File: config.mk
export PLATFORM = sky130hd
export DESIGN_NAME = rup_user_port
export DESIGN_NICKNAME = d
export VERILOG_FILES = /design/src/core/rup_fifo.v /design/src/core/rup_user_port.v
export VERILOG_INCLUDE_DIRS = /design/src /design/src/inc
export SDC_FILE = /design/constraint.sdc
export NUM_CORES = 1
export LEC_CHECK = 0
export ABC_AREA = 0
export BUFFER_PORTS_ARGS = -buffer_cell sky130_fd_sc_hd__buf_2
export CAP_MARGIN = 25
export CORE_MARGIN = 3
export CORE_UTILIZATION = 40
export CTS_BUF_LIST = sky130_fd_sc_hd__clkbuf_4 sky130_fd_sc_hd__clkbuf_8
export CTS_CLUSTER_DIAMETER = 50
export CTS_CLUSTER_SIZE = 25
export DETAILED_ROUTE_END_ITERATION = 7
export GPL_TIMING_DRIVEN = 1
export PLACE_DENSITY = 0.55
export SLEW_MARGIN = 20
export SYNTH_ARGS = -nofsm -noshare
export SYNTH_HDL_FRONTEND = slang
export SYNTH_SLANG_ARGS = --single-unit
File: constraint.sdc
create_clock -name sys_clk -period 4.05 [get_ports sys_clk]
set_input_delay 0.2025 -clock sys_clk [delete_from_list [all_inputs] [get_ports sys_clk]]
set_output_delay 0.2025 -clock sys_clk [all_outputs]
set_load 0.02 [all_outputs]
File: src/inc/rup_consts.vh
// Constants of the RS-485 user port: framing, timing, characters, modes.
// Assumes inclusion by bare name from the user port design files.
`ifndef RUP_CONSTS_VH
`define RUP_CONSTS_VH

// ----------------------------------------
// Timing
// ----------------------------------------
`define RUP_CLK_HZ 100000000
`define RUP_BAUD 4800
`define RUP_BAUD_MAX 19200
`define RUP_CNT_W 15
`define RUP_SYNC_SETTLE 2'h3

// ----------------------------------------
// Framing: start, 7 data, even parity, 1 stop
// ----------------------------------------
`define RUP_DATA_BITS 7
`define RUP_FRAME_BITS 4'ha
`define RUP_BIT_IDX_W 4
`define RUP_PAR_POS 4'h8
`define RUP_STOP_POS 4'h9

// ----------------------------------------
// Characters
// ----------------------------------------
`define RUP_CHAR_CR 7'h0d
`define RUP_CHAR_ESC 7'h1b

// ----------------------------------------
// Serial output modes as held in storage
// ----------------------------------------
`define RUP_MODE_STOP 2'h0
`define RUP_MODE_RUN 2'h1
`define RUP_MODE_POLL 2'h2
`define RUP_MODE_SEND 2'h3

// ----------------------------------------
// Transmit buffer
// ----------------------------------------
`define RUP_FIFO_DEPTH 16
`define RUP_FIFO_AW 4

`endif

File: src/core/rup_fifo.v
// Small synchronous FIFO with a registered output stage.
// Assumes one clock and a synchronous active-high reset.
`timescale 1ns/1ps
module rup_fifo #(
  parameter WIDTH = 7,
  parameter DEPTH = 16,
  parameter AW = 4
) (
  input wire sys_clk,
  input wire rst,
  input wire [WIDTH-1:0] in_data,
  input wire in_valid,
  output wire in_ready,
  output wire [WIDTH-1:0] out_data,
  output wire out_valid,
  input wire out_ready
);
  reg [WIDTH-1:0] mem [0:DEPTH-1];
  reg [AW-1:0] wp_q;
  reg [AW-1:0] rp_q;
  reg [AW:0] cnt_q;
  reg [WIDTH-1:0] dout_q;
  reg dval_q;
  wire push;
  wire load;

  // ----------------------------------------
  // Storage and output stage
  // ----------------------------------------
  assign in_ready = (cnt_q != DEPTH[AW:0]);
  assign push = in_valid && in_ready;
  // Output register refills when memory holds an entry and the register is empty or being drained
  assign load = (cnt_q != {(AW+1){1'b0}}) && (!dval_q || out_ready);
  assign out_data = dout_q;
  assign out_valid = dval_q;

  always @(posedge sys_clk) begin
    if (push) begin
      mem[wp_q] <= in_data;
    end
  end

  always @(posedge sys_clk) begin
    if (rst) begin
      wp_q <= {AW{1'b0}};
      rp_q <= {AW{1'b0}};
      cnt_q <= {(AW+1){1'b0}};
      dout_q <= {WIDTH{1'b0}};
      dval_q <= 1'b0;
    end else begin
      if (push) begin
        wp_q <= wp_q + 1'b1;
      end
      if (load) begin
        rp_q <= rp_q + 1'b1;
        dout_q <= mem[rp_q];
        dval_q <= 1'b1;
      end else if (out_ready) begin
        dval_q <= 1'b0;
      end
      if (push && !load) begin
        cnt_q <= cnt_q + 1'b1;
      end else if (load && !push) begin
        cnt_q <= cnt_q - 1'b1;
      end
    end
  end
endmodule

File: src/core/rup_user_port.v
// RS-485 user port: 7E1 UART, start-up by stored mode, run/stop control.
// Assumes firmware feeds characters and decodes lines; persistent store is outside.
//
// Notes on behaviour
// - The link is two-wire half duplex and never runs above 19200 bit/s; BIT_CYCLES is not checked against RUP_BAUD_MAX.
// - After reset the port runs 4800 baud, even parity, 7 data bits, 1 stop bit, no flow control.
// - Received characters are never sent back; echo is left to the host.
// - While the port is sending, incoming characters are dropped; the host waits for the full answer.
// - An escape character from the host ends continuous output.
// - Starting in stop mode, the port sends a version line and prompt before taking commands.
// - Starting in run mode, measurement output starts at once.
// - Starting in poll mode, the port stays silent until addressed.
// - The mode chosen by the mode-select command is stored and used at every later power-up.
// - Run-output enters temporary continuous output and stop ends it, after which all commands are taken.
`timescale 1ns/1ps
`include "rup_consts.vh"
module rup_user_port #(
  parameter BIT_CYCLES = `RUP_CLK_HZ / `RUP_BAUD
) (
  input wire sys_clk,
  input wire rst,
  input wire adjust_button,
  input wire passive_variant,
  input wire [1:0] stored_mode,
  input wire rs485_rx,
  output wire rs485_tx,
  output wire rs485_tx_oe,
  output wire shared_pins_rs485,
  input wire [6:0] tx_char,
  input wire tx_char_valid,
  output wire tx_char_ready,
  output wire [6:0] rx_char,
  output wire rx_char_valid,
  output wire rx_parity_err,
  output wire line_done,
  output wire banner_req,
  input wire banner_done,
  output wire run_active,
  input wire run_start,
  input wire stop_cmd,
  input wire poll_open,
  input wire poll_close,
  input wire mode_wr,
  input wire [1:0] mode_wr_val,
  output wire store_wr,
  output wire [1:0] store_mode
);
  localparam [`RUP_CNT_W-1:0] BIT_CNT = BIT_CYCLES[`RUP_CNT_W-1:0] - 1'b1;
  localparam [`RUP_CNT_W-1:0] HALF_CNT = BIT_CYCLES[`RUP_CNT_W:1] - 1'b1;
  localparam [2:0] ST_BOOT = 3'h0;
  localparam [2:0] ST_BANNER = 3'h1;
  localparam [2:0] ST_CMD = 3'h2;
  localparam [2:0] ST_RUN = 3'h3;
  localparam [2:0] ST_POLL = 3'h4;

  function par_even;
    input [`RUP_DATA_BITS-1:0] d;
    begin
      par_even = ^d;
    end
  endfunction

  reg [2:0] st_q;
  reg [1:0] boot_cnt_q;
  reg route_q;
  reg link_en_q;
  reg [2:0] btn_s_q;
  reg [2:0] rx_s_q;
  reg btn_q;
  reg rx_lvl_q;
  reg store_wr_q;
  reg [1:0] store_mode_q;

  // ----------------------------------------
  // Pin synchronisers
  // ----------------------------------------
  always @(posedge sys_clk) begin
    btn_s_q <= {btn_s_q[1:0], adjust_button};
    rx_s_q <= {rx_s_q[1:0], rs485_rx};
    if (rst) begin
      btn_q <= 1'b0;
      rx_lvl_q <= 1'b1;
    end else begin
      if (btn_s_q[1] == btn_s_q[2]) begin
        btn_q <= btn_s_q[2];
      end
      if (rx_s_q[1] == rx_s_q[2]) begin
        rx_lvl_q <= rx_s_q[2];
      end
    end
  end

  // ----------------------------------------
  // Transmitter
  // ----------------------------------------
  wire [6:0] fifo_data;
  wire fifo_valid;
  wire tx_take;
  reg tx_busy_q;
  reg [9:0] tx_sh_q;
  reg [`RUP_CNT_W-1:0] tx_cnt_q;
  reg [`RUP_BIT_IDX_W-1:0] tx_idx_q;
  // Poll mode holds the buffer so nothing leaves until addressed
  // silent until addressed
  wire tx_allowed = link_en_q && (st_q != ST_BOOT) && (st_q != ST_POLL);

  rup_fifo #(
    .WIDTH(`RUP_DATA_BITS),
    .DEPTH(`RUP_FIFO_DEPTH),
    .AW(`RUP_FIFO_AW)
  ) u_txq (
    .sys_clk(sys_clk),
    .rst(rst),
    .in_data(tx_char),
    .in_valid(tx_char_valid),
    .in_ready(tx_char_ready),
    .out_data(fifo_data),
    .out_valid(fifo_valid),
    .out_ready(tx_take)
  );

  assign tx_take = !tx_busy_q && tx_allowed;

  always @(posedge sys_clk) begin
    if (rst) begin
      tx_busy_q <= 1'b0;
      tx_sh_q <= 10'h3ff;
      tx_cnt_q <= {`RUP_CNT_W{1'b0}};
      tx_idx_q <= {`RUP_BIT_IDX_W{1'b0}};
    end else if (!tx_busy_q) begin
      if (tx_take && fifo_valid) begin
        // 7 data, even parity, 1 stop
        tx_sh_q <= {1'b1, par_even(fifo_data), fifo_data, 1'b0};
        tx_busy_q <= 1'b1;
        tx_cnt_q <= BIT_CNT;
        tx_idx_q <= {`RUP_BIT_IDX_W{1'b0}};
      end
    end else if (tx_cnt_q != {`RUP_CNT_W{1'b0}}) begin
      tx_cnt_q <= tx_cnt_q - 1'b1;
    end else if (tx_idx_q == `RUP_STOP_POS) begin
      tx_busy_q <= 1'b0;
    end else begin
      tx_sh_q <= {1'b1, tx_sh_q[9:1]};
      tx_idx_q <= tx_idx_q + 1'b1;
      tx_cnt_q <= BIT_CNT;
    end
  end

  assign rs485_tx = tx_sh_q[0];
  assign rs485_tx_oe = tx_busy_q;

  // ----------------------------------------
  // Receiver
  // ----------------------------------------
  reg rx_busy_q;
  reg [`RUP_CNT_W-1:0] rx_cnt_q;
  reg [`RUP_BIT_IDX_W-1:0] rx_idx_q;
  reg [7:0] rx_sh_q;
  reg [6:0] rx_char_q;
  reg rx_valid_q;
  reg rx_perr_q;
  reg line_done_q;
  // Anything queued counts as an answer in progress
  // no reception while answering
  wire rx_blocked = tx_busy_q || fifo_valid || !link_en_q || (st_q == ST_BOOT) || (st_q == ST_BANNER);

  always @(posedge sys_clk) begin
    if (rst) begin
      rx_busy_q <= 1'b0;
      rx_cnt_q <= {`RUP_CNT_W{1'b0}};
      rx_idx_q <= {`RUP_BIT_IDX_W{1'b0}};
      rx_sh_q <= 8'h00;
      rx_char_q <= 7'h00;
      rx_valid_q <= 1'b0;
      rx_perr_q <= 1'b0;
      line_done_q <= 1'b0;
    end else begin
      rx_valid_q <= 1'b0;
      line_done_q <= 1'b0;
      if (!rx_busy_q) begin
        if (!rx_lvl_q && !rx_blocked) begin
          rx_busy_q <= 1'b1;
          rx_cnt_q <= HALF_CNT;
          rx_idx_q <= {`RUP_BIT_IDX_W{1'b0}};
        end
      end else if (rx_blocked) begin
        rx_busy_q <= 1'b0;
      end else if (rx_cnt_q != {`RUP_CNT_W{1'b0}}) begin
        rx_cnt_q <= rx_cnt_q - 1'b1;
      end else begin
        rx_cnt_q <= BIT_CNT;
        rx_idx_q <= rx_idx_q + 1'b1;
        if (rx_idx_q == {`RUP_BIT_IDX_W{1'b0}}) begin
          // Glitch shorter than half a bit is not a start
          rx_busy_q <= !rx_lvl_q;
        end else if (rx_idx_q != `RUP_STOP_POS) begin
          rx_sh_q <= {rx_lvl_q, rx_sh_q[7:1]};
        end else begin
          rx_busy_q <= 1'b0;
          // Frames without a stop bit are dropped
          if (rx_lvl_q) begin
            rx_char_q <= rx_sh_q[6:0];
            rx_perr_q <= (par_even(rx_sh_q[6:0]) != rx_sh_q[7]);
            rx_valid_q <= 1'b1;
            line_done_q <= (rx_sh_q[6:0] == `RUP_CHAR_CR);
          end
        end
      end
    end
  end

  // received data never reaches the transmitter
  assign rx_char = rx_char_q;
  assign rx_char_valid = rx_valid_q;
  assign rx_parity_err = rx_perr_q;
  assign line_done = line_done_q;

  // ----------------------------------------
  // Start-up and mode control
  // ----------------------------------------
  wire esc_rx = rx_valid_q && (rx_char_q == `RUP_CHAR_ESC);

  always @(posedge sys_clk) begin
    if (rst) begin
      st_q <= ST_BOOT;
      boot_cnt_q <= 2'h0;
      route_q <= 1'b0;
      link_en_q <= 1'b0;
      store_wr_q <= 1'b0;
      store_mode_q <= `RUP_MODE_STOP;
    end else begin
      store_wr_q <= 1'b0;
      if (mode_wr) begin
        store_wr_q <= 1'b1;
        store_mode_q <= mode_wr_val;
      end
      case (st_q)
        ST_BOOT: begin
          boot_cnt_q <= boot_cnt_q + 1'b1;
          // Button chain shifts through reset, so it has settled here
          if (boot_cnt_q == `RUP_SYNC_SETTLE) begin
            route_q <= passive_variant && btn_q;
            link_en_q <= !passive_variant || btn_q;
            case (stored_mode)
              `RUP_MODE_RUN: st_q <= ST_RUN;
              `RUP_MODE_POLL: st_q <= ST_POLL;
              default: st_q <= ST_BANNER;
            endcase
          end
        end
        ST_BANNER: begin
          if (banner_done) begin
            st_q <= ST_CMD;
          end
        end
        ST_CMD: begin
          if (run_start) begin
            st_q <= ST_RUN;
          end else if (poll_close && stored_mode == `RUP_MODE_POLL) begin
            st_q <= ST_POLL;
          end
        end
        ST_RUN: begin
          if (stop_cmd || esc_rx) begin
            st_q <= ST_CMD;
          end
        end
        ST_POLL: begin
          if (poll_open) begin
            st_q <= ST_CMD;
          end
        end
        default: st_q <= ST_BOOT;
      endcase
    end
  end

  assign shared_pins_rs485 = route_q;
  assign banner_req = (st_q == ST_BANNER);
  assign run_active = (st_q == ST_RUN);
  assign store_wr = store_wr_q;
  assign store_mode = store_mode_q;
endmodule

==> results.tsv <==
stage	metric	value	unit
run_status	status	finished, final reports clean	
clock_tree	htree_levels	1	
sta	drv_slew	0	
synth	ys_warn_count	0	
sta	worst_slew_pin_slew	853.7	ps
floorplanning	die_h	157.7	um
global_route	antenna_found_initial	0	
floorplanning	die_area	24870	um^2
sta	fin_tns_setup	0	ps
clock_tree	post_cts_buffers	0	
hold_path	whs_path_depth	2	
clock_tree	cts_tree	built	
floorplanning	std_cell_rows	54	
synth	yosysMostFrequentCell	edfxtp_1	
sta	fin_crit_sh	0.7746	
synth	post_synth.cell_area_avg	12.30	um^2
route	vias	6050	
worst_setup_path	reg2regPathDepth	12	
global_route	grt_usage	0.1611	
place	hpwl	13.04	mm
synth	synth_cells	748	
synth	synth_mux_area_frac	0.09693	
route	drtIter0Drc	485	
synth	synthSimpleGateAreaFrac	0.1271	
clock_tree	clk_path_buf_depth	3	
sta	rsz0062_at_grt	false	
cells_and_area	final_area	10380	um^2
synth	ys_types	57	
sta	setup_viol	0	
synth	synth_area_leaders	edfxtp_1, dfxtp_1, mux4_2	
clock_tree	cts.clk_slew.worst_paths	110	ps
synth	synth_xor_area_frac	0.02664	
route	firstDrtPassIters	5	
clock_tree	root_buffer	clkbuf_8	
worst_setup_path	worstPathRequired	4550	ps
cells_and_area	drive_above_1_share	0.1711	
power_and_ir_drop	leakagePower	3.769	nW
synth	yosysTopAreaCellShare	0.3654	
synth	yosysSeqAreaShare	0.5960	
global_route	grt_overflow	0	
sta	fin_skew	41.72	ps
floorplanning	core_area	22230	um^2
synth	synthAdderAreaFrac	0.02936	
global_route	grt_max_degree	57	
power_and_ir_drop	clock_power_share	0.301	
global_route	grt_pass1_wl	32.28	mm
synth	synthesis.area	9204	um^2
synth	synth_common_cells	edfxtp_1, dfxtp_1, nor2_1	
job	max-cap-violations	0	
power_and_ir_drop	peakVddDrop	378.3	uV
place	place_congestion	0.8361	
synth	synthFlopType	edfxtp_1	
route	avgRoutedWirePerCell	18.11	um
sta	timing_hold_violations_final	0	
worst_setup_path	start_kind	flop	
global_route	grt_pass1_vias	6081	
cells_and_area	nets	845	
route	drc	0	
floorplanning	fp.dieW	157.7	um
sta	post-route-min-period	3137	ps
worst_setup_path	crit_fanout	17	
clock_tree	clk_latency	560	ps
floorplanning	ioPinCount	42	
cells_and_area	antenna_cells	0	
synth	synth_top_family_by_area	simple AND/OR/NAND/NOR gates	
power_and_ir_drop	switching_share	0.3124	
power_and_ir_drop	switchingPower	0.001677	W
power_and_ir_drop	p_seq_frac	0.492	
power_and_ir_drop	p_int	0.003690	W
route	wl	19.88	mm
clock_tree	cts_made_buffers	23	
sta	fmax	0.3187	GHz
worst_setup_path	cp.arrival	3640	ps
synth	synth_edf_count	112	
clock_tree	cts_sinks	218	
hold_path	hold_class	input port to flop	
synth	synth_compound_area_frac	0.1011	
place	port_buffers	41	
power_and_ir_drop	pwr-share-comb	0.208	
clock_tree	ctsResizeCount	0	
place	place_area	9706	um^2
synth	ys_ff_latch	218	
place	pre_cts_ws	941.6	ps
sta	relSlewSlack	0.4277	
worst_setup_path	end_kind	flop	
route	via_per_inst	5.510	
worst_setup_path	worstSetupPathType	flop to flop	
cells_and_area	area_delta_synth_final	12.77	%
floorplanning	start_util	0.4140	
synth	async_flop_share	0	
sta	fin_ws	912.7	ps
sta	holdWs	9.949	ps
route	ant_nets	0	
synth	synth_nets	792	
power_and_ir_drop	p_per_area	517.1	nW/um^2
synth	netlist.top_cell.by_area	edfxtp_1	
critical path: stages, from the launching register on:
cell and delay [ps]:
dfxtp_1 370, nor4_1 470, nand2b_1 210, nand2_1 100, buf_4 210, ha_1 220
inv_1 120, fa_1 470, a21o_1 170, a21oi_1 200, xnor2_1 100, or3_1 300
a21oi_1 150
what timing repair did:
item | CTS | global route
hold buffers | 11 | 0
endpoints found under the hold margin | 26 | 0
setup endpoints to repair | 0 | 0
flip-flops by register name, summed over array words and instances, names as in the netlist, 4 cells and up:
signal	flops
u_txq.rp_q	4
rx_idx_q	4
u_txq.mem	112
u_txq.out_data	7
tx_idx_q	4
u_txq.wp_q	4
rx_sh_q	8
tx_cnt_q	15
rx_char	7
u_txq.cnt_q	5
rx_cnt_q	15
tx_sh_q	9
layer usage:
metal	share of wire	wire length, um	GRT usage
met5	0	0	0
met4	0.021	417	0.03636
met3	0.042	830	0.02460
met2	0.49	9837	0.2782
met1	0.44	8795	0.2155
placed cells by master, fill, tap and decap left out, types with 5 or more instances in the layout:
| cell type | netlist | routed |
|---|---|---|
| clkbuf_8 | 0 | 23 |
| o41ai_1 | 6 | 5 |
| mux2i_1 | 25 | 25 |
| a211oi_1 | 15 | 15 |
| ha_1 | 20 | 20 |
| dlygate4sd3_1 | 0 | 11 |
| mux4_2 | 28 | 28 |
| o21ai_0 | 16 | 16 |
| dfxtp_1 | 106 | 104 |
| inv_1 | 21 | 21 |
| nand4b_1 | 5 | 5 |
| or4_1 | 9 | 9 |
| or3_1 | 11 | 11 |
| buf_2 | 3 | 41 |
| a22oi_1 | 14 | 14 |
| a21o_1 | 10 | 10 |
| a21oi_1 | 48 | 48 |
| nand3_1 | 11 | 11 |
| nor2_1 | 82 | 82 |
| edfxtp_1 | 112 | 112 |
| buf_4 | 0 | 9 |
| nand2b_1 | 12 | 12 |
| inv_6 | 0 | 7 |
| xnor2_1 | 19 | 19 |
| nor3_1 | 20 | 20 |
| xor2_1 | 9 | 9 |
| o21bai_1 | 9 | 9 |
| and3_1 | 5 | 5 |
| nor4_1 | 11 | 11 |
| nor2b_1 | 12 | 12 |
| nand2_1 | 35 | 35 |
power by group through the flow:
| stage | Combinational (W) | Clock (W) | Sequential [W] |
|---|---|---|---|
| 3_5_place_dp | 0.00109 | 0 | 0.00270 |
| 5_1_grt | 0.00124 | 0.00177 | 0.00267 |
| 2_1_floorplan | 0.000931 | 0 | 0.00256 |
| 4_1_cts | 0.00112 | 0.00167 | 0.00265 |
| 3_3_place_gp | 0.00107 | 0 | 0.00269 |
| 6_report | 0.00111 | 0.00161 | 0.00264 |
metrics by stage:
stage / cells / util / total power (W)
2_1_floorplan: 748 / - / 0.003493
3_3_place_gp: 1044 / 0.4366 / 0.003755
3_5_place_dp: 1044 / 0.4366 / 0.003790
4_1_cts: 1097 / 0.4655 / 0.005432
5_1_grt: 1098 / 0.4669 / 0.005676
6_report: 1098 / 0.4669 / 0.005367
cell families after synthesis:
group	Yosys count
compound gates	141
xor+xnor	28
fa+ha+maj	21
buf+inv	55
flops	218
mux	54
simple gates	231
layout make-up:
cell class / count / area, um^2
inverter: 21 / 78.83
fill: 1981 / 11850
tap: 280 / 350.3
clock inverter: 19 / 215.2
timing repair buffer: 62 / 402.9
clock buffer: 23 / 316.6
multi-input combinational: 475 / 3527
sequential: 218 / 5488
worst paths after layout:
path | slack, ps | to | startpoint
min reg2reg | 340 | rx_s_q[1] | rx_s_q[0]
max reg2reg | 910 | u_txq.cnt_q[4] | u_txq.cnt_q[0]
min | 10 | u_txq.out_data[2] | rst
max | 910 | u_txq.cnt_q[4] | u_txq.cnt_q[0]
No activity file was read; power rests on OpenSTA's default activity.
